### src/common/canid_pkg.sv
// constants and types of the message buffer identifier block
package canid_pkg;
  // register indices; byte address is four times the index
  localparam logic [5:0] IDX_TX_B0 = 6'h00;
  localparam logic [5:0] IDX_TX_B1 = 6'h01;
  localparam logic [5:0] IDX_TX_B2 = 6'h02;
  localparam logic [5:0] IDX_TX_B3 = 6'h03;
  localparam logic [5:0] IDX_RX_B0 = 6'h04;
  localparam logic [5:0] IDX_RX_B3 = 6'h07;
  localparam logic [5:0] IDX_SEL   = 6'h08;
  localparam logic [5:0] IDX_CMD   = 6'h09;
  localparam logic [5:0] IDX_STAT  = 6'h0A;
  // field positions
  localparam int B1_SRR     = 4;
  localparam int B1_IDE     = 3;
  localparam int B1_STD_RTR = 4;
  localparam int B3_RTR     = 0;
  localparam int CMD_TX_REQ = 0;
  localparam int CMD_RX_REL = 1;
  // reset values
  localparam logic EMPTY_RST = 1'b1;
  localparam logic FULL_RST  = 1'b0;
  localparam logic SEL_RST   = 1'b0;
  // arbitration field lengths and receive bit counts
  localparam logic [5:0] EXT_LEN      = 6'h20;
  localparam logic [5:0] STD_LEN      = 6'h0D;
  localparam logic [4:0] STD_LAST_CNT = 5'h0C;
  localparam logic [4:0] EXT_LAST_CNT = 5'h1F;
  localparam int BIT_CYCLES_DEF = 20;
  typedef enum logic [1:0] {
    TX_IDLE = 2'b00,
    TX_WAIT = 2'b01,
    TX_ARB  = 2'b10
  } tx_state_e;
  typedef enum logic {
    RX_IDLE = 1'b0,
    RX_BITS = 1'b1
  } rx_state_e;
endpackage

### src/common/arb_if.sv
// carrier between the buffer control and the arbitration field shifter
interface arb_if;
  logic        load;
  logic [28:0] id;
  logic        srr;
  logic        ide;
  logic        rtr;
  logic        shift;
  logic        bit_out;
  logic [5:0]  left;
  modport ctrl (output load, id, srr, ide, rtr, shift, input bit_out, left);
  modport shifter (input load, id, srr, ide, rtr, shift, output bit_out, left);
endinterface

### src/rtl/arb_shifter.sv
// serialiser of the identifier arbitration field, most significant first
module arb_shifter (
  input wire logic clk,
  input wire logic srst,
  arb_if.shifter   a
);
  logic [31:0] sh_ff;
  logic [31:0] nxt_sh;
  logic [5:0]  left_ff;
  logic [5:0]  nxt_left;
  logic        ide_q_ff;
  logic        rtr_q_ff;

  always_comb begin
    nxt_sh   = sh_ff;
    nxt_left = left_ff;
    if (a.load) begin
      if (a.ide) begin
        nxt_sh   = {a.id[28:18], a.srr, a.ide, a.id[17:0], a.rtr};
        nxt_left = canid_pkg::EXT_LEN;
      end else begin
        nxt_sh   = {a.id[10:0], a.rtr, a.ide, 19'h0};
        nxt_left = canid_pkg::STD_LEN;
      end
    end else if (a.shift && left_ff != 6'h00) begin
      nxt_sh   = {sh_ff[30:0], 1'b0};
      nxt_left = left_ff - 6'h01;
    end
  end

  always_ff @(posedge clk) begin
    if (srst) begin
      sh_ff    <= 32'h0;
      left_ff  <= 6'h00;
      ide_q_ff <= 1'b0;
      rtr_q_ff <= 1'b0;
    end else begin
      sh_ff   <= nxt_sh;
      left_ff <= nxt_left;
      if (a.load) begin
        ide_q_ff <= a.ide;
        rtr_q_ff <= a.rtr;
      end
    end
  end

  assign a.bit_out = sh_ff[31];
  assign a.left    = left_ff;

  ////////////////////////////////////////////////////////////////////////////////
  a_ext_len: assert property (@(posedge clk) disable iff (srst)
    a.load && a.ide |=> left_ff == 6'h20)
    else $error("extended field not 32 bits");
  a_std_len: assert property (@(posedge clk) disable iff (srst)
    a.load && !a.ide |=> left_ff == 6'h0D)
    else $error("standard field not 13 bits");
  a_ext_msb: assert property (@(posedge clk) disable iff (srst)
    a.load && a.ide |=> a.bit_out == $past(a.id[28]))
    else $error("extended identifier msb not first");
  a_std_msb: assert property (@(posedge clk) disable iff (srst)
    a.load && !a.ide |=> a.bit_out == $past(a.id[10]))
    else $error("standard identifier msb not first");
  a_last_bit: assert property (@(posedge clk) disable iff (srst)
    left_ff == 6'h01 |-> sh_ff[31] == (ide_q_ff ? rtr_q_ff : 1'b0))
    else $error("field does not end with rtr or ide");
  a_std_rtr: assert property (@(posedge clk) disable iff (srst)
    left_ff == 6'h02 && !ide_q_ff |-> sh_ff[31] == rtr_q_ff)
    else $error("standard rtr bit misplaced");
endmodule // arb_shifter

### src/rtl/canid_msgbuf.sv
// identifier bytes of one transmit and one receive message buffer, apb slave
// What this block does
// - extended identifier group holds 29 id bits plus srr, ide and rtr
// - standard identifier group holds 11 id bits plus rtr and ide
// - extended identifier is 29 bits, bit 28 sent first
// - smallest identifier wins; a sent one overwritten by zero loses
// - standard identifier is 11 bits, bit 10 sent first
// - extended byte0 id28..21; byte1 id20..18, srr, ide, id17..15
// - extended byte2 id14..7; byte3 id6..0 then rtr
// - standard byte0 id10..3; byte1 id2..0, rtr, ide zero
// - software sets srr in transmit; receive stores srr as seen
// - transmit sends extended identifier when ide set, else standard
// - receive writes ide from the received frame format
// - transmit rtr zero sends data frame, one sends remote frame
// - receive stores the received rtr bit
// - unused standard layout bits read undefined
// - transmit bytes accessible only when empty and selected
// - receive bytes readable only when full; writes ignored
module canid_msgbuf #(
  parameter int BIT_CYCLES = canid_pkg::BIT_CYCLES_DEF
) (
  input  wire logic        clk,
  input  wire logic        srst,
  input  wire logic        psel,
  input  wire logic        penable,
  input  wire logic        pwrite,
  input  wire logic [7:0]  paddr,
  input  wire logic [31:0] pwdata,
  input  wire logic [3:0]  pstrb,
  output logic      [31:0] prdata,
  output logic             pready,
  output logic             pslverr,
  input  wire logic        can_rx,
  output logic             can_tx
);
  ////////////////////////////////////////////////////////////////////////////////
  // bit rate divider and receive pin synchroniser
  logic [15:0] div_ff;
  logic        bit_en_ff;
  logic        rx_meta_ff;
  logic        rx_s_ff;

  always_ff @(posedge clk) begin
    if (srst) begin
      div_ff     <= 16'h0000;
      bit_en_ff  <= 1'b0;
      rx_meta_ff <= 1'b1;
      rx_s_ff    <= 1'b1;
    end else begin
      rx_meta_ff <= can_rx;
      rx_s_ff    <= rx_meta_ff;
      if (div_ff == 16'(BIT_CYCLES - 1)) begin
        div_ff    <= 16'h0000;
        bit_en_ff <= 1'b1;
      end else begin
        div_ff    <= div_ff + 16'h0001;
        bit_en_ff <= 1'b0;
      end
    end
  end

  ////////////////////////////////////////////////////////////////////////////////
  // control state
  logic [31:0]          prdata_ff, nxt_prdata;
  logic                 pready_ff, nxt_pready;
  logic                 pslverr_ff, nxt_pslverr;
  logic                 can_tx_ff, nxt_can_tx;
  logic                 empty_ff, nxt_empty;
  logic                 full_ff, nxt_full;
  logic                 sel_ff, nxt_sel;
  logic                 lost_ff, nxt_lost;
  logic                 sent_ff, nxt_sent;
  canid_pkg::tx_state_e tx_state_ff, nxt_tx_state;
  canid_pkg::rx_state_e rx_state_ff, nxt_rx_state;
  logic [31:0]          rx_sh_ff, nxt_rx_sh;
  logic [4:0]           rx_cnt_ff, nxt_rx_cnt;
  logic [7:0]           tx_id_ff [4];
  logic [7:0]           nxt_tx_id [4];
  logic [7:0]           rx_id_ff [4];
  logic [7:0]           nxt_rx_id [4];
  logic [5:0]           idx;
  logic                 tx_ok;
  logic                 rx_ok;
  logic                 wr_done;
  logic                 tx_load;
  logic                 tx_shift;
  logic                 tx_ide;
  arb_if                arb ();

  assign idx     = paddr[7:2];
  assign tx_ok   = empty_ff & sel_ff;
  assign rx_ok   = full_ff;
  assign wr_done = psel & penable & pready_ff & pwrite & pstrb[0];
  assign tx_ide  = tx_id_ff[1][canid_pkg::B1_IDE];

  // unpack the transmit bytes into the field
  assign arb.load  = tx_load;
  assign arb.shift = tx_shift;
  assign arb.ide   = tx_ide;
  assign arb.srr   = tx_id_ff[1][canid_pkg::B1_SRR];
  assign arb.id    = tx_ide ? {tx_id_ff[0], tx_id_ff[1][7:5], tx_id_ff[1][2:0],
                               tx_id_ff[2], tx_id_ff[3][7:1]}
                            : {18'h00000, tx_id_ff[0], tx_id_ff[1][7:5]};
  assign arb.rtr   = tx_ide ? tx_id_ff[3][canid_pkg::B3_RTR]
                            : tx_id_ff[1][canid_pkg::B1_STD_RTR];

  arb_shifter u_shifter (
    .clk  (clk),
    .srst (srst),
    .a    (arb.shifter)
  );

  always_comb begin
    nxt_prdata   = prdata_ff;
    nxt_pready   = 1'b0;
    nxt_pslverr  = pslverr_ff;
    nxt_can_tx   = can_tx_ff;
    nxt_empty    = empty_ff;
    nxt_full     = full_ff;
    nxt_sel      = sel_ff;
    nxt_lost     = lost_ff;
    nxt_sent     = sent_ff;
    nxt_tx_state = tx_state_ff;
    nxt_rx_state = rx_state_ff;
    nxt_rx_sh    = rx_sh_ff;
    nxt_rx_cnt   = rx_cnt_ff;
    nxt_tx_id    = tx_id_ff;
    nxt_rx_id    = rx_id_ff;
    tx_load      = 1'b0;
    tx_shift     = 1'b0;
    // apb setup cycle: answer is prepared for the first access cycle
    if (psel && !penable) begin
      nxt_pready  = 1'b1;
      nxt_prdata  = 32'h0000_0000;
      nxt_pslverr = 1'b0;
      if (idx <= canid_pkg::IDX_TX_B3) begin
        if (tx_ok) begin
          nxt_prdata = {24'h00_0000, tx_id_ff[idx[1:0]]};
        end else begin
          nxt_pslverr = 1'b1;
        end
      end else if (idx <= canid_pkg::IDX_RX_B3) begin
        if (!pwrite && rx_ok) begin
          nxt_prdata = {24'h00_0000, rx_id_ff[idx[1:0]]};
        end else if (!pwrite) begin
          nxt_pslverr = 1'b1;
        end
      end else if (idx == canid_pkg::IDX_SEL) begin
        nxt_prdata = {31'h0000_0000, sel_ff};
      end else if (idx == canid_pkg::IDX_CMD) begin
        nxt_prdata = 32'h0000_0000;
      end else if (idx == canid_pkg::IDX_STAT) begin
        nxt_prdata = {29'h0000_0000, lost_ff, full_ff, empty_ff};
      end else begin
        nxt_pslverr = 1'b1;
      end
    end
    // apb write takes effect at the completing edge
    if (wr_done) begin
      if (idx <= canid_pkg::IDX_TX_B3) begin
        if (tx_ok) begin
          nxt_tx_id[idx[1:0]] = pwdata[7:0];
        end
      end else if (idx == canid_pkg::IDX_SEL) begin
        nxt_sel = pwdata[0];
      end else if (idx == canid_pkg::IDX_CMD) begin
        if (pwdata[canid_pkg::CMD_TX_REQ] && empty_ff) begin
          nxt_empty    = 1'b0;
          nxt_lost     = 1'b0;
          tx_load      = 1'b1;
          nxt_tx_state = canid_pkg::TX_WAIT;
        end
        if (pwdata[canid_pkg::CMD_RX_REL]) begin
          nxt_full = 1'b0;
        end
      end
    end
    // transmit: start bit then arbitration field
    case (tx_state_ff)
      canid_pkg::TX_WAIT: begin
        if (bit_en_ff) begin
          nxt_can_tx   = 1'b0;
          nxt_sent     = 1'b0;
          nxt_tx_state = canid_pkg::TX_ARB;
        end
      end
      canid_pkg::TX_ARB: begin
        if (bit_en_ff) begin
          if (sent_ff && !rx_s_ff) begin
            nxt_can_tx   = 1'b1;
            nxt_lost     = 1'b1;
            nxt_empty    = 1'b1;
            nxt_tx_state = canid_pkg::TX_IDLE;
          end else if (arb.left == 6'h00) begin
            nxt_can_tx   = 1'b1;
            nxt_empty    = 1'b1;
            nxt_tx_state = canid_pkg::TX_IDLE;
          end else begin
            nxt_can_tx = arb.bit_out;
            nxt_sent   = arb.bit_out;
            tx_shift   = 1'b1;
          end
        end
      end
      default: begin
      end
    endcase
    // receive: collect the arbitration field of a frame from another node
    case (rx_state_ff)
      canid_pkg::RX_IDLE: begin
        if (bit_en_ff && tx_state_ff == canid_pkg::TX_IDLE && !rx_s_ff) begin
          nxt_rx_state = canid_pkg::RX_BITS;
          nxt_rx_cnt   = 5'h00;
        end
      end
      canid_pkg::RX_BITS: begin
        if (bit_en_ff) begin
          nxt_rx_sh  = {rx_sh_ff[30:0], rx_s_ff};
          nxt_rx_cnt = rx_cnt_ff + 5'h01;
          if (rx_cnt_ff == canid_pkg::STD_LAST_CNT && !rx_s_ff) begin
            nxt_rx_state = canid_pkg::RX_IDLE;
            if (!full_ff) begin
              nxt_full     = 1'b1;
              nxt_rx_id[0] = rx_sh_ff[11:4];
              // low bits of byte 1 keep whatever they held
              nxt_rx_id[1] = {rx_sh_ff[3:1], rx_sh_ff[0], 1'b0, rx_id_ff[1][2:0]};
            end
          end else if (rx_cnt_ff == canid_pkg::EXT_LAST_CNT) begin
            nxt_rx_state = canid_pkg::RX_IDLE;
            if (!full_ff) begin
              nxt_full     = 1'b1;
              nxt_rx_id[0] = rx_sh_ff[30:23];
              nxt_rx_id[1] = {rx_sh_ff[22:20], rx_sh_ff[19], rx_sh_ff[18],
                              rx_sh_ff[17:15]};
              nxt_rx_id[2] = rx_sh_ff[14:7];
              nxt_rx_id[3] = {rx_sh_ff[6:0], rx_s_ff};
            end
          end
        end
      end
      default: begin
      end
    endcase
  end

  always_ff @(posedge clk) begin
    if (srst) begin
      prdata_ff   <= 32'h0000_0000;
      pready_ff   <= 1'b0;
      pslverr_ff  <= 1'b0;
      can_tx_ff   <= 1'b1;
      empty_ff    <= canid_pkg::EMPTY_RST;
      full_ff     <= canid_pkg::FULL_RST;
      sel_ff      <= canid_pkg::SEL_RST;
      lost_ff     <= 1'b0;
      sent_ff     <= 1'b0;
      tx_state_ff <= canid_pkg::TX_IDLE;
      rx_state_ff <= canid_pkg::RX_IDLE;
      rx_sh_ff    <= 32'h0000_0000;
      rx_cnt_ff   <= 5'h00;
    end else begin
      prdata_ff   <= nxt_prdata;
      pready_ff   <= nxt_pready;
      pslverr_ff  <= nxt_pslverr;
      can_tx_ff   <= nxt_can_tx;
      empty_ff    <= nxt_empty;
      full_ff     <= nxt_full;
      sel_ff      <= nxt_sel;
      lost_ff     <= nxt_lost;
      sent_ff     <= nxt_sent;
      tx_state_ff <= nxt_tx_state;
      rx_state_ff <= nxt_rx_state;
      rx_sh_ff    <= nxt_rx_sh;
      rx_cnt_ff   <= nxt_rx_cnt;
    end
  end

  // buffer storage holds no reset value
  always_ff @(posedge clk) begin
    tx_id_ff <= nxt_tx_id;
    rx_id_ff <= nxt_rx_id;
  end

  assign prdata  = prdata_ff;
  assign pready  = pready_ff;
  assign pslverr = pslverr_ff;
  assign can_tx  = can_tx_ff;

  ////////////////////////////////////////////////////////////////////////////////
  a_tx_gated: assert property (@(posedge clk) disable iff (srst)
    psel && !penable && idx <= 6'h03 && !(empty_ff && sel_ff) |=> pready && pslverr)
    else $error("transmit byte access not refused");
  a_rx_no_write: assert property (@(posedge clk) disable iff (srst)
    wr_done && idx >= 6'h04 && idx <= 6'h07 && full_ff
    |=> {rx_id_ff[0], rx_id_ff[1], rx_id_ff[2], rx_id_ff[3]}
        == $past({rx_id_ff[0], rx_id_ff[1], rx_id_ff[2], rx_id_ff[3]}))
    else $error("receive byte changed by write");
  a_rx_read_gate: assert property (@(posedge clk) disable iff (srst)
    psel && !penable && !pwrite && idx >= 6'h04 && idx <= 6'h07 && !full_ff
    |=> pslverr && prdata == 32'h0000_0000)
    else $error("receive byte read while not full");
  a_arb_lost: assert property (@(posedge clk) disable iff (srst)
    tx_state_ff == canid_pkg::TX_ARB && bit_en_ff && sent_ff && !rx_s_ff
    |=> lost_ff && empty_ff && can_tx && tx_state_ff == canid_pkg::TX_IDLE)
    else $error("recessive bit overwritten without losing");
  a_rx_ide_fmt: assert property (@(posedge clk) disable iff (srst)
    $rose(full_ff) && rx_state_ff == canid_pkg::RX_IDLE
    |-> rx_id_ff[1][3] == ($past(rx_cnt_ff) == 5'h1F))
    else $error("stored ide does not match frame format");
  a_rx_rtr_ext: assert property (@(posedge clk) disable iff (srst)
    $rose(full_ff) && $past(rx_cnt_ff) == 5'h1F |-> rx_id_ff[3][0] == $past(rx_s_ff))
    else $error("received rtr not stored");
  a_tx_sof: assert property (@(posedge clk) disable iff (srst)
    tx_state_ff == canid_pkg::TX_WAIT && bit_en_ff |=> !can_tx ##1 !can_tx[*3])
    else $error("start bit not dominant");
  a_tx_srr: assert property (@(posedge clk) disable iff (srst)
    tx_state_ff == canid_pkg::TX_ARB && tx_ide && arb.left == 6'h15
    |-> arb.bit_out == tx_id_ff[1][canid_pkg::B1_SRR])
    else $error("srr not sent right after id18");
  // access protocol, bit grid, receive full flag and transmit sequencing
  a_pready_once: assert property (@(posedge clk) disable iff (srst)
    pready |=> !pready)
    else $error("pready longer than one cycle");
  a_upper_zero: assert property (@(posedge clk) disable iff (srst)
    pready |-> prdata[31:8] == 24'h00_0000)
    else $error("read data above the byte not zero");
  a_bit_grid: assert property (@(posedge clk) disable iff (srst)
    bit_en_ff |=> !bit_en_ff)
    else $error("bit enable longer than one cycle");
  a_tx_wr_drop: assert property (@(posedge clk) disable iff (srst)
    wr_done && idx <= 6'h03 && !tx_ok
    |=> {tx_id_ff[0], tx_id_ff[1], tx_id_ff[2], tx_id_ff[3]}
        == $past({tx_id_ff[0], tx_id_ff[1], tx_id_ff[2], tx_id_ff[3]}))
    else $error("refused transmit write changed a byte");
  a_busy_state: assert property (@(posedge clk) disable iff (srst)
    !empty_ff |-> tx_state_ff != canid_pkg::TX_IDLE)
    else $error("buffer busy with transmitter idle");
  a_full_hold: assert property (@(posedge clk) disable iff (srst)
    full_ff && !(wr_done && idx == canid_pkg::IDX_CMD && pwdata[canid_pkg::CMD_RX_REL])
    |=> full_ff)
    else $error("receive full flag dropped without release");
  a_tx_end: assert property (@(posedge clk) disable iff (srst)
    tx_state_ff == canid_pkg::TX_ARB && bit_en_ff && arb.left == 6'h00
    |=> can_tx && empty_ff && tx_state_ff == canid_pkg::TX_IDLE)
    else $error("bus not released after the last field bit");
  a_tx_recessive: assert property (@(posedge clk) disable iff (srst)
    tx_state_ff != canid_pkg::TX_ARB |-> can_tx)
    else $error("dominant level outside arbitration");
endmodule // canid_msgbuf

### config.mk
export PLATFORM = sky130hd
export DESIGN_NAME = canid_msgbuf
export DESIGN_NICKNAME = d
export VERILOG_FILES = /design/src/common/canid_pkg.sv /design/src/common/arb_if.sv /design/src/rtl/arb_shifter.sv /design/src/rtl/canid_msgbuf.sv
export SDC_FILE = /design/constraint.sdc
export NUM_CORES = 1
export LEC_CHECK = 0
export ABC_AREA = 1
export BUFFER_PORTS_ARGS = -buffer_cell sky130_fd_sc_hd__buf_2
export CAP_MARGIN = 30
export CORE_UTILIZATION = 28
export CTS_CLUSTER_DIAMETER = 200
export DETAILED_ROUTE_END_ITERATION = 12
export SYNTH_ARGS = -nofsm -noshare
export SYNTH_HDL_FRONTEND = slang
export SYNTH_SLANG_ARGS = --single-unit
### constraint.sdc
create_clock -name clk -period 4.28 [get_ports clk]
set_input_delay 0.214 -clock clk [delete_from_list [all_inputs] [get_ports clk]]
set_output_delay 0.214 -clock clk [all_outputs]
set_load 0.1 [all_outputs]
Word-level counts from Yosys, hierarchy flattened
Cells that the tools add are included.
{"block": "word_totals", "register_bits": 200, "in_bits": 50, "output_inout_bits": 35, "elab_cells": 189}
{"block": "classes", "addsub": 3, "order_cmp": 4, "n_eq_ne": 16, "n_mux": 101, "bitwise": 10, "reduce_logical": 27}
{"cell": "$mux W32", "n": 7}
{"cell": "$mux W1", "n": 58}
{"cell": "$mux W8", "n": 7}
{"cell": "$bmux W8 S2", "n": 2}
{"cell": "$bwmux W32", "n": 1}
{"cell": "$mux W16", "n": 2}
{"cell": "$mux W29", "n": 1}
{"cell": "$eq A6 B4 Y1 const B", "n": 3}
{"cell": "$mux W2", "n": 9}
{"cell": "$mux W6", "n": 3}
{"cell": "$add A16 B1 Y16 const B", "n": 1}
{"cell": "$demux W8 S2", "n": 1}
{"cell": "$eq A16 B5 Y1 const B", "n": 1}
{"cell": "$ne A2 B2 Y1 const B", "n": 8}
{"cell": "$reduce_and A5 Y1", "n": 3}
{"cell": "$mux W5", "n": 2}
{"cell": "$pmux W5 S2", "n": 1}
{"cell": "$logic_and A1 B1 Y1", "n": 9}
{"cell": "$mux W3", "n": 3}
{"cell": "$reduce_and A3 Y1", "n": 3}
{"cell": "$le A6 B2 Y1 const B", "n": 1}
{"cell": "$le A6 B3 Y1 const B", "n": 1}
{"cell": "$logic_not A6 Y1", "n": 1}
{"cell": "$pmux W1 S2", "n": 3}
{"cell": "other kinds (18)", "n": 30}

Longest topological paths before layout
Gate-level depths: netlist of run 1.
{"block": "logic_depth", "ltp_word": 10, "mapped_depth": 11, "ltp_nobuf": 10}

Hierarchy
Synthesis of run 1 repeated with hierarchy kept, for this count alone.
{"block": "hier_totals", "hier_cells": 1167, "area_unflattened_um2": 8582.0}
{"mod": "canid_msgbuf", "n_inst": 1, "cells_each": 807, "area_per_inst_um2": 6397.4, "seq_area_each_um2": 3403.3}
{"mod": "arb_shifter", "n_inst": 1, "cells_each": 360, "area_per_inst_um2": 2184.6, "seq_area_each_um2": 760.7}

Worst setup path before layout of run 1
No wires, ideal clock.
{"block": "synth_timing", "path_kind": "reg-to-reg", "startpoint": "register rx_cnt_ff[0]", "endpoint": "register rx_id_ff[0] (netlist name) (enable)", "setup_ns": 0.419, "t_arrival_ns": 2.398, "t_required_ns": 3.861, "slack_ns": 1.463, "path_stages_with_launch": 7, "path_buffers": 1, "period_less_slack_ns": 2.817, "path_cell_list": "dfxtp_1 -> inv_1 -> ha_1 -> nand3_1 -> inv_1 -> clkbuf_1 -> nor3_1"}
{"block": "synth_between", "elab_chain_len": 4, "word_cells_on_any_way": 5, "classes_between": "eq/ne: 2; bitwise: 1; reduce/logical: 2"}
{"item": "start: declaration", "line": "canid_msgbuf.sv:76", "rtl": "logic [4:0] rx_cnt_ff, nxt_rx_cnt;"}
{"item": "start signal: assignment", "line": "canid_msgbuf.sv:274", "rtl": "rx_cnt_ff <= nxt_rx_cnt;"}
{"item": "$eq A5 B4 Y1", "line": "canid_msgbuf.sv:220", "rtl": "if (rx_cnt_ff == canid_pkg::STD_LAST_CNT && !rx_s_ff) begin"}
{"item": "$logic_and A1 B1 Y1", "line": "canid_msgbuf.sv:220"}
{"item": "$not A1 Y1 (no source line)"}
{"item": "$reduce_and A5 Y1 (no source line) (*)"}
{"item": "end signal: assignment", "line": "canid_msgbuf.sv:281", "rtl": "rx_id_ff <= nxt_rx_id;"}
{"item": "end: declaration", "line": "canid_msgbuf.sv:79", "rtl": "logic [7:0] rx_id_ff [4];"}
Mark *: on every way between the ends. The rest lies on a longest branch, timed or not.
A chain may end at the register's enable or synchronous reset.

Worst setup path after layout of run 1
{"block": "layout_timing", "startpoint": "register tx_state_ff[0]", "endpoint": "register u_shifter.sh_ff[7]"}
{"block": "layout_between", "elab_chain_len": 4}
{"item": "start: declaration", "line": "canid_msgbuf.sv:73", "rtl": "canid_pkg::tx_state_e tx_state_ff, nxt_tx_state;"}
{"item": "start signal: assignment", "line": "canid_msgbuf.sv:257", "rtl": "tx_state_ff <= canid_pkg::TX_IDLE;"}
{"item": "start signal: assignment", "line": "canid_msgbuf.sv:271", "rtl": "tx_state_ff <= nxt_tx_state;"}
{"item": "$eq A2 B2 Y1", "line": "canid_msgbuf.sv:179", "rtl": "case (tx_state_ff)"}
{"item": "$mux W1", "line": "canid_msgbuf.sv:179"}
{"item": "$logic_and A1 B1 Y1", "line": "arb_shifter.sv:25", "rtl": "end else if (a.shift && left_ff != 6'h00) begin"}
{"item": "$reduce_bool A2 Y1 (no source line)"}
{"item": "end signal: assignment", "line": "arb_shifter.sv:38", "rtl": "sh_ff <= nxt_sh;"}
{"item": "end: declaration", "line": "arb_shifter.sv:7", "rtl": "logic [31:0] sh_ff;"}
No other way between the ends.

==> results.cfg, run 1 <==
[yosys]
synth-xor-area-share_pct = 0.7814
synthCells = 976
synth_fa_ha_area_share_pct = 1.435
muxShareOfSynthArea_pct = 0
yosysWarnings = 0
synth-seq-cells = 176
synth_compound_area_share_pct = 9.967
yosysUniqueCellTypes = 35
ys_seq_area_share_pct = 53.07
synth_top_family_by_area = simple AND/OR/NAND/NOR gates
avgSynthCellArea_um2 = 8.039
yosys.area_share.simple_pct = 25.85
syn_area_um2 = 7846

[grt]
grt_max_degree = 77
globalRouteTotalUtil_pct = 12.97
antenna_found_initial = 0
grt_overflow_total = 0
grt_pass1_wl_mm = 29.01
first_global_vias = 5819

[setup_path]
endpoint_kind = register
critPathMaxStageDelay_ps = 500
reg2reg_from = tx_state_ff[0]
critPathLaunchType = register
critical_path_class = register to register
critPathArrivalTime_ps = 2600
crit_path_start = tx_state_ff[0]
rr_worst_depth = 9
cp_cell_sequence = inv_1 > ha_1 > nand2_1 > inv_1 > nand3_2 > nand2_4 > inv_4 > nor2_1 > nor2_1
rrSetupSlack_ps = 2010
worstPathRequired_ps = 4610
cp_slowest_cell = nand2_4
worstPathMaxFanout = 25

[timing]
hold_viol_final = 0
setup_tns_ps = 0
skew_ps = 14.22
finalMaxSlewViolations = 0
whs_ps = 32.09
period_share_pct = 53.03
period_needed_ps = 2270
rsz0062_at_grt = false
tightest_slew_ps = 888.4
setup_viol = 0
max-slew-margin-rel_pct = 40.55
fmax_mhz = 440.6

[power_and_ir_drop]
clkPwrFrac_pct = 44.5
pwr-share-comb_pct = 6.9
power.switching_w = 0.0009587
p_int_w = 0.002616
p_leak_nw = 3.388
p_seq_share_pct = 48.6
pwr_density_cell_nw_per_um2 = 402.2
ir_worst_vdd_mv = 0.2120
switching_share_pct = 26.82

[drt]
drc_errors = 0
wl_mm = 17.73
ant_nets = 0
routedWlPerCell_um = 12.83
drtPass1Iterations = 5
first_iter_violations = 427
vias_per_cell = 4.478
route.vias.total = 6189

[clocking]
clock_path_buffers = 2
cts_buffers = 17
cts_tree = done
h-tree-depth = 4
cts-root-buf = clkbuf_16
clk_pin_slew_ps = 70
worst_skew_pair.late_latency_ps = 440
clock-sinks = 176

[layout]
regArea_um2 = 4164
final_common_cell = nand2_1
multiInputGateArea_um2 = 3079
fin_area_um2 = 8887
drive_above_1_share_pct = 8.812
n_fill_cell = 2863
nets = 1056
final_core_util_pct = 32.61
antennaDiodeCount = 0
final_cells = 1382
layout_common_cells = nand2_1 (234), nor2_1 (159), dfxtp_1 (112)
syn_to_final_growth_pct = 13.27

[floorplanning]
core_um2 = 27250
die_h_um = 169.4
initial_core_util_pct = 28.79
dieArea_um2 = 28700
pin_count = 85
die_w_um = 169.4
fp-row-count = 60

[placed_design]
dp_cells = 1345
numPortBuffers = 31
dpl_cell_area_um2 = 8219
gp_congestion = 0.8251
hpwl_mm = 12.06

[min_path]
hp-start = pwdata[1]
min_path_type = primary input to register
whs_path_depth = 1

[flow_run]
drv_cap = 0

[status]
outcome = completed
==> kinds of logic after synthesis <==
family / count (synthesis)
AO/OA/AOI/OAI: 151
XOR/XNOR: 7
adder cells (fa/ha/maj): 9
buffers and inverters: 143
flip-flops: 176
other: 1
AND/OR/NAND/NOR: 489
==> registers in the layout (all words and copies together), names as in the netlist, 2 cells and up <==
signal            count
rx_id_ff             32
u_shifter.sh_ff      32
u_shifter.a.left      6
rx_cnt_ff             5
rx_sh_ff             31
div_ff               16
prdata                8
tx_id_ff             30
tx_state_ff           2
==> synth_stat cells <==
| master | instances | area [um^2] |
|---|---|---|
| nand2_1 | 234 | 878.3 |
| inv_1 | 74 | 277.8 |
| inv_4 | 1 | 6.260 |
| nor2_4 | 2 | 22.52 |
| and3_1 | 1 | 6.260 |
| buf_2 | 7 | 35.03 |
| a21boi_0 | 2 | 15.01 |
| ha_1 | 9 | 112.6 |
| clkinv_1 | 1 | 3.750 |
| or2_2 | 5 | 31.28 |
| o31ai_1 | 1 | 7.510 |
| o21ai_1 | 17 | 85.08 |
| nor2_2 | 3 | 18.77 |
| inv_2 | 2 | 7.510 |
| edfxtp_1 | 64 | 1922 |
| buf_6 | 7 | 78.83 |
| xnor2_1 | 2 | 17.52 |
| nand3_4 | 1 | 17.52 |
| o21ai_0 | 80 | 400.4 |
| nand2_4 | 1 | 11.26 |
| nand3_2 | 1 | 10.01 |
| xor2_1 | 5 | 43.79 |
| or2_0 | 1 | 6.260 |
| nor3b_1 | 1 | 7.510 |
| nor3_1 | 12 | 60.06 |
| clkbuf_1 | 26 | 97.59 |
| buf_4 | 25 | 187.7 |
| a21oi_1 | 44 | 220.2 |
| nand4_1 | 17 | 106.4 |
| a221oi_1 | 1 | 8.760 |
| dfxtp_1 | 112 | 2242 |
| a22oi_1 | 6 | 45.04 |
| nand3_1 | 51 | 255.2 |
| nor2_1 | 159 | 596.8 |
| conb_1 | 1 | 3.750 |
==> worst paths after layout <==
| check | to |
|---|---|
| max reg2reg | u_shifter.sh_ff[7] |
| min reg2reg | rx_s_ff |
| max | u_shifter.sh_ff[7] |
| min | tx_id_ff[9] |
==> repair_timing <==
action,in CTS,in global routing
setup buffers,0,0
hold endpoints to repair,16,0
setup endpoints to repair,0,0
hold buffers,5,0
gates resized for setup,0,0
==> critical path, delay by kind of cell (launching register included) <==
family	cells	cell delay (ps)
AND/OR/NAND/NOR	5	1270
buffers and inverters	3	380
adder cells (fa/ha/maj)	1	180
flip-flops	1	330
==> routing by layer <==
metal | GRT usage (%) | share of wire, %
met1 | 16.55 | 47
met2 | 21.43 | 47
met3 | 2.682 | 4.1
met4 | 5.092 | 1.9
met5 | 0 | 0
==> power groups by stage <==
stage | Sequential [W] | Combinational (W) | Clock (W)
finish | 0.00174 | 0.000246 | 0.00159
global route | 0.00174 | 0.000262 | 0.00168
CTS | 0.00174 | 0.000246 | 0.00163
detailed placement | 0.00178 | 0.000241 | 0
global placement | 0.00178 | 0.000241 | 0
floorplan | 0.00181 | 0.000177 | 0
==> through the flow <==
step / power, W / worst slack, ps
2_1_floorplan: 0.001991 / 1463
3_3_place_gp: 0.002017 / 1922
3_5_place_dp: 0.002018 / 1901
4_1_cts: 0.003609 / 2030
5_1_grt: 0.003686 / 1740
6_report: 0.003575 / 2010
==> cell type report <==
| type | instances | share of cell area, % |
|---|---|---|
| sequential | 176 | 46.85 |
| multi-input combinational | 680 | 34.65 |
| tap | 372 | 5.237 |
| clock buffer | 17 | 4.787 |
| inverter | 78 | 3.323 |
| timing repair buffer | 44 | 2.985 |
| clock inverter | 15 | 2.168 |
Note: power is estimated with default switching activity, not from simulation.
==> run 2, diff against run 1 <==
--- a/config.mk
+++ b/config.mk
@@ -5,7 +5,7 @@
 export SDC_FILE = /design/constraint.sdc
 export NUM_CORES = 1
 export LEC_CHECK = 0
-export ABC_AREA = 1
+export ABC_AREA = 0
 export BUFFER_PORTS_ARGS = -buffer_cell sky130_fd_sc_hd__buf_2
 export CAP_MARGIN = 30
 export CORE_UTILIZATION = 28
==> constraint.sdc (replaced) <==
create_clock -name clk -period 2.2 [get_ports clk]
set_input_delay 0.11 -clock clk [delete_from_list [all_inputs] [get_ports clk]]
set_output_delay 0.11 -clock clk [all_outputs]
set_load 0.1 [all_outputs]
==> run 2 against run 1 <==
Hold slack better by 52 ps. Sequential cell count stayed put. Synthesized cell count decreased by 25%.
==> results.cfg, run 2 <==
[status]
outcome = completed

[placed_design]
dp_slack_ps = 163.4
hpwl_mm = 12.02
numPortBuffers = 31
gp_congestion = 0.8031
dpl_cell_area_um2 = 8332

[setup_path]
cp_cell_sequence = inv_1 > ha_1 > and2_0 > o211ai_2 > buf_12 > or3_1 > a311oi_1
r2r_end = u_shifter.a.left[2]
critPathLaunchType = register
rrSetupSlack_ps = 220
endpoint_kind = register
cp_slowest_cell = and2_0
worstPathRequired_ps = 2540
critical_path_class = register to register
critPathMaxStageDelay_ps = 320
critPathArrivalTime_ps = 2320
reg2reg_from = tx_state_ff[0]
worstPathMaxFanout = 35
rr_worst_depth = 7

[layout]
multiInputGateArea_um2 = 3186
final_core_util_pct = 33.20
nets = 833
syn_to_final_growth_pct = 15.68
drive_above_1_share_pct = 18.30
n_fill_cell = 2750
top_regs = rx_id_ff x32, u_shifter.sh_ff x32, rx_sh_ff x31
regArea_um2 = 4165
layout_common_cells = dfxtp_1 (111), nand2_1 (105), edfxtp_1 (64)
fin_area_um2 = 8999
antennaDiodeCount = 0
final_common_cell = dfxtp_1

[grt]
grt_max_degree = 80
grt_pass1_wl_mm = 28.37
antenna_found_initial = 0
grt_overflow_total = 0
first_global_vias = 5312
globalRouteTotalUtil_pct = 12.79

[timing]
period_share_pct = 90.09
finalMaxSlewViolations = 0
max-slew-margin-rel_pct = 63.42
whs_ps = 84.53
rsz0062_at_grt = false
hold_viol_final = 0
period_needed_ps = 1982
fmax_mhz = 504.6
tightest_slew_ps = 543.0
skew_ps = 13.15
setup_viol = 0
setup_slack_ps = 218.1

[clocking]
h-tree-depth = 4
cts_setup_buffers = 0
cts_buffers = 17
hold_buffers = 9
cts_tree = done
clk_pin_slew_ps = 70
cts-root-buf = clkbuf_16
post_cts_resize_count = 0
clock-sinks = 176
worst_skew_pair.late_latency_ps = 430
clock_path_buffers = 2

[floorplanning]
fp-row-count = 60
dieArea_um2 = 28450
core_um2 = 27100
pin_count = 85
initial_core_util_pct = 28.70
die_h_um = 168.7
die_w_um = 168.7

[power_and_ir_drop]
ir_worst_vdd_mv = 0.3848
pwr_density_cell_nw_per_um2 = 752.2
p_leak_nw = 2.888

[drt]
wl_mm = 17.34
vias_per_cell = 4.806
route.vias.total = 5570
routedWlPerCell_um = 14.96
first_iter_violations = 511
drtPass1Iterations = 5
ant_nets = 0
drc_errors = 0

[yosys]
syn_area_um2 = 7779
muxShareOfSynthArea_pct = 4.761
synthCells = 733
yosys.area_share.simple_pct = 15.88
synth_top_cell_area_share_pct = 28.82
synthTopCellsByCount = dfxtp_1 (112), nand2_1 (105), edfxtp_1 (64)
synth_fa_ha_area_share_pct = 1.448
yosys.area.top_type = dfxtp_1
yosysWarnings = 0
avgSynthCellArea_um2 = 10.61
synth.most_common_cell = dfxtp_1
yosysUniqueCellTypes = 64
ys_seq_area_share_pct = 53.53
synth-main-ff-cell = dfxtp_1
synth_compound_area_share_pct = 16.28
synthTopCellsByArea = dfxtp_1 (29%), edfxtp_1 (25%), nand2_1 (5.1%), mux4_2 (4.6%), a21oi_1 (3.0%)
synth-xor-area-share_pct = 1.351
synth_edf_count = 64
synth-seq-cells = 176
synth_top_family_by_area = compound AO/OA/AOI/OAI gates
async_flop_share_pct = 0

[min_path]
whs_path_depth = 3
min_path_type = primary input to register
hp-start = srst
whs_endpoint = div_ff[1]

[flow_run]
drv_cap = 0
==> run 2: worst max-delay path, delay by kind of cell, from the launching register on <==
family	cells	cell delay [ps]
adders and majority gates	1	230
AOI/OAI and AO/OA	2	440
DFF	1	310
and+or+nand+nor	2	630
buffers and inverters	2	290
==> run 2: where the power goes <==
part,leakage [nW],total [W],switching (W),internal (W)
Clock,0.280,0.00292,0.00136,0.00156
Sequential,1.45,0.00338,0.0000118,0.00337
Combinational,1.16,0.000465,0.000377,0.0000886
Total,2.89,0.00677,0.00175,0.00502
==> run 2: stage by stage <==
step	power (W)	setup TNS, ps	instances
after floorplan	0.003858	-1389	756
after global placement	0.003910	0	1118
after detailed placement	0.003912	0	1118
after CTS	0.006843	0	1159
after global routing	0.007012	0	1159
final	0.006769	0	1159
==> run 2: layout make-up <==
| class | count | area share, % |
|---|---|---|
| inverters | 30 | 1.251 |
| clock inverters | 13 | 1.363 |
| flip-flops and latches | 176 | 46.29 |
| clock buffers | 19 | 5.047 |
| repair buffers | 68 | 5.478 |
| multi-input cells | 481 | 35.40 |
| well taps | 372 | 5.172 |
==> run 2: how the worst max path moves through the flow <==
stage | start | endpoint
finish | tx_state_ff[0] | u_shifter.a.left[2]
global route | tx_state_ff[0] | u_shifter.a.left[2]
detailed placement | tx_state_ff[0] | u_shifter.a.left[2]
CTS | tx_state_ff[0] | u_shifter.a.left[2]
global placement | paddr[7] | u_shifter.a.left[2]
floorplan | pready | arb.ide
==> run 2: metal layers <==
layer | vias to the layer above | routed length (um) | part of all wire [%] | global-route usage [%]
li1 | 2735 | - | - | -
met1 | 2716 | 8174 | 47 | 17.56
met2 | 99 | 8244 | 48 | 19.91
met3 | 20 | 648 | 3.7 | 2.736
met4 | 0 | 273 | 1.6 | 4.308
met5 | - | 0 | 0 | 0
==> run 2: cells by family (layout without fill, tap and decap cells) <==
logic type      after synthesis  count (layout)
compound gates              166             166
xor+xnor                     12              12
fa+ha+maj                     9               9
buf+inv                      99             130
flops                       176             176
mux                          17              17
other cells                   1              24
simple gates                253             253
==> run 3, diff against run 2 <==
--- a/config.mk
+++ b/config.mk
@@ -11,6 +11,7 @@
 export CORE_UTILIZATION = 28
 export CTS_CLUSTER_DIAMETER = 200
 export DETAILED_ROUTE_END_ITERATION = 12
+export PLACE_DENSITY_LB_ADDON = 0.05
 export SYNTH_ARGS = -nofsm -noshare
 export SYNTH_HDL_FRONTEND = slang
 export SYNTH_SLANG_ARGS = --single-unit
==> run 3 against run 2 <==
Die area is the same. Clock skew shrank 1.0 ps. Highest routed layer is now met5. Sequential power is essentially flat. Sequential cell count is the same. Wire length grew 20%.
==> results.cfg, run 3 (synthesized netlist as in run 2, its figures left out) <==
[layout]
fin_area_um2 = 9036
n_fill_cell = 2735
drive_above_1_share_pct = 18.73
top_regs = rx_id_ff x32, u_shifter.sh_ff x32, rx_sh_ff x31
layout_common_cells = dfxtp_1 (111), nand2_1 (105), edfxtp_1 (64)
antennaDiodeCount = 0
regArea_um2 = 4165
nets = 836
multiInputGateArea_um2 = 3186
syn_to_final_growth_pct = 16.17
final_common_cell = dfxtp_1

[timing]
fmax_mhz = 508.4
period_share_pct = 89.41
rsz0062_at_grt = false
period_needed_ps = 1967
max-slew-margin-rel_pct = 62.28
skew_ps = 12.10
tightest_slew_ps = 561.5
hold_viol_final = 0
finalMaxSlewViolations = 0
setup_viol = 0

[floorplanning]
core_um2 = 27100
dieArea_um2 = 28450
pin_count = 85
die_h_um = 168.7
fp-row-count = 60
die_w_um = 168.7
initial_core_util_pct = 28.70

[clocking]
cts_tree = done
cts-root-buf = clkbuf_16
clk_pin_slew_ps = 80
clock-sinks = 176
clock_path_buffers = 2
h-tree-depth = 4
cts_buffers = 17
worst_skew_pair.late_latency_ps = 440
post_cts_resize_count = 0

[setup_path]
cp_cell_sequence = or3_1 > o211ai_2 > buf_12 > o22ai_1 > a221oi_1
worstPathRequired_ps = 2550
cp_slowest_cell = or3_1
critical_path_class = register to register
endpoint_kind = register
critPathMaxStageDelay_ps = 460
critPathArrivalTime_ps = 2320
critPathLaunchType = register
worstPathMaxFanout = 32

[grt]
globalRouteTotalUtil_pct = 15.21
grt_max_degree = 80
grt_overflow_total = 0
antenna_found_initial = 1
grt_pass1_wl_mm = 32.50
first_global_vias = 5547

[drt]
drtPass1Iterations = 5
vias_per_cell = 4.842
routedWlPerCell_um = 17.92
ant_nets = 0
drc_errors = 0
route.vias.total = 5626
wl_mm = 20.83
first_iter_violations = 349

[status]
outcome = completed

[placed_design]
dpl_cell_area_um2 = 8379
hpwl_mm = 14.41
gp_congestion = 0.7952
numPortBuffers = 31

[flow_run]
drv_cap = 0

[power_and_ir_drop]
p_leak_nw = 2.919
pwr_density_cell_nw_per_um2 = 758.3
finalPower_w = 0.006852
ir_worst_vdd_mv = 0.4188

[min_path]
min_path_type = primary input to register
==> run 3: metrics by stage <==
step	TNS [ps]	cells	utilization [%]	setup slack, ps	hold slack, ps
floorplan	-1389	756	-	-86.78	208.9
finish	0	1162	33.34	232.9	141.7
CTS	0	1162	33.34	233.0	149.0
detailed placement	0	1121	30.92	182.6	302.3
global route	0	1162	33.34	36.95	141.3
global placement	0	1121	30.92	217.1	302.1
==> run 3: area by class of cell <==
class	instances	area share, %
Multi-Input combinational cell	481	35.25
Inverter	30	1.246
Clock inverter	15	1.565
Clock buffer	17	4.708
Timing Repair Buffer	71	5.982
Sequential cell	176	46.10
Tap cell	372	5.151
==> run 3: worst max-delay path, delay by kind of cell, from the launching register on <==
family	cells	cell delay (ps)
flops	1	370
buf+inv	1	260
compound gates	3	780
simple gates	1	460
==> run 3: final timing paths <==
check / end / cells past startpoint / slack [ps] / startpoint
worst max-delay path: u_shifter.sh_ff[5] / 5 / 230 / u_shifter.a.left[2]
worst min-delay path: prdata[0] / 5 / 140 / penable
worst max register to register: u_shifter.sh_ff[5] / 5 / 230 / u_shifter.a.left[2]
worst min register to register: rx_s_ff / 1 / 410 / rx_meta_ff
==> run 3: per-layer routing <==
metal / track usage (%) / up-vias / routed length [um]
li1: - / 2738 / -
met1: 19.69 / 2791 / 9578
met2: 25.76 / 78 / 10460
met3: 2.876 / 17 / 534
met4: 4.387 / 2 / 243
met5: 0 / - / 12
==> run 3: power breakdown <==
group          switching [W]  internal [W]  total (W)
clock network        0.00148       0.00151    0.00299
logic               0.000386     0.0000936   0.000480
registers          0.0000123       0.00337    0.00338
==> run 3: timing repair <==
action                                 CTS  global route
hold buffers                             9             0
setup endpoints to repair                0             0
setup buffers                            0             0
endpoints found under the hold margin   33             0
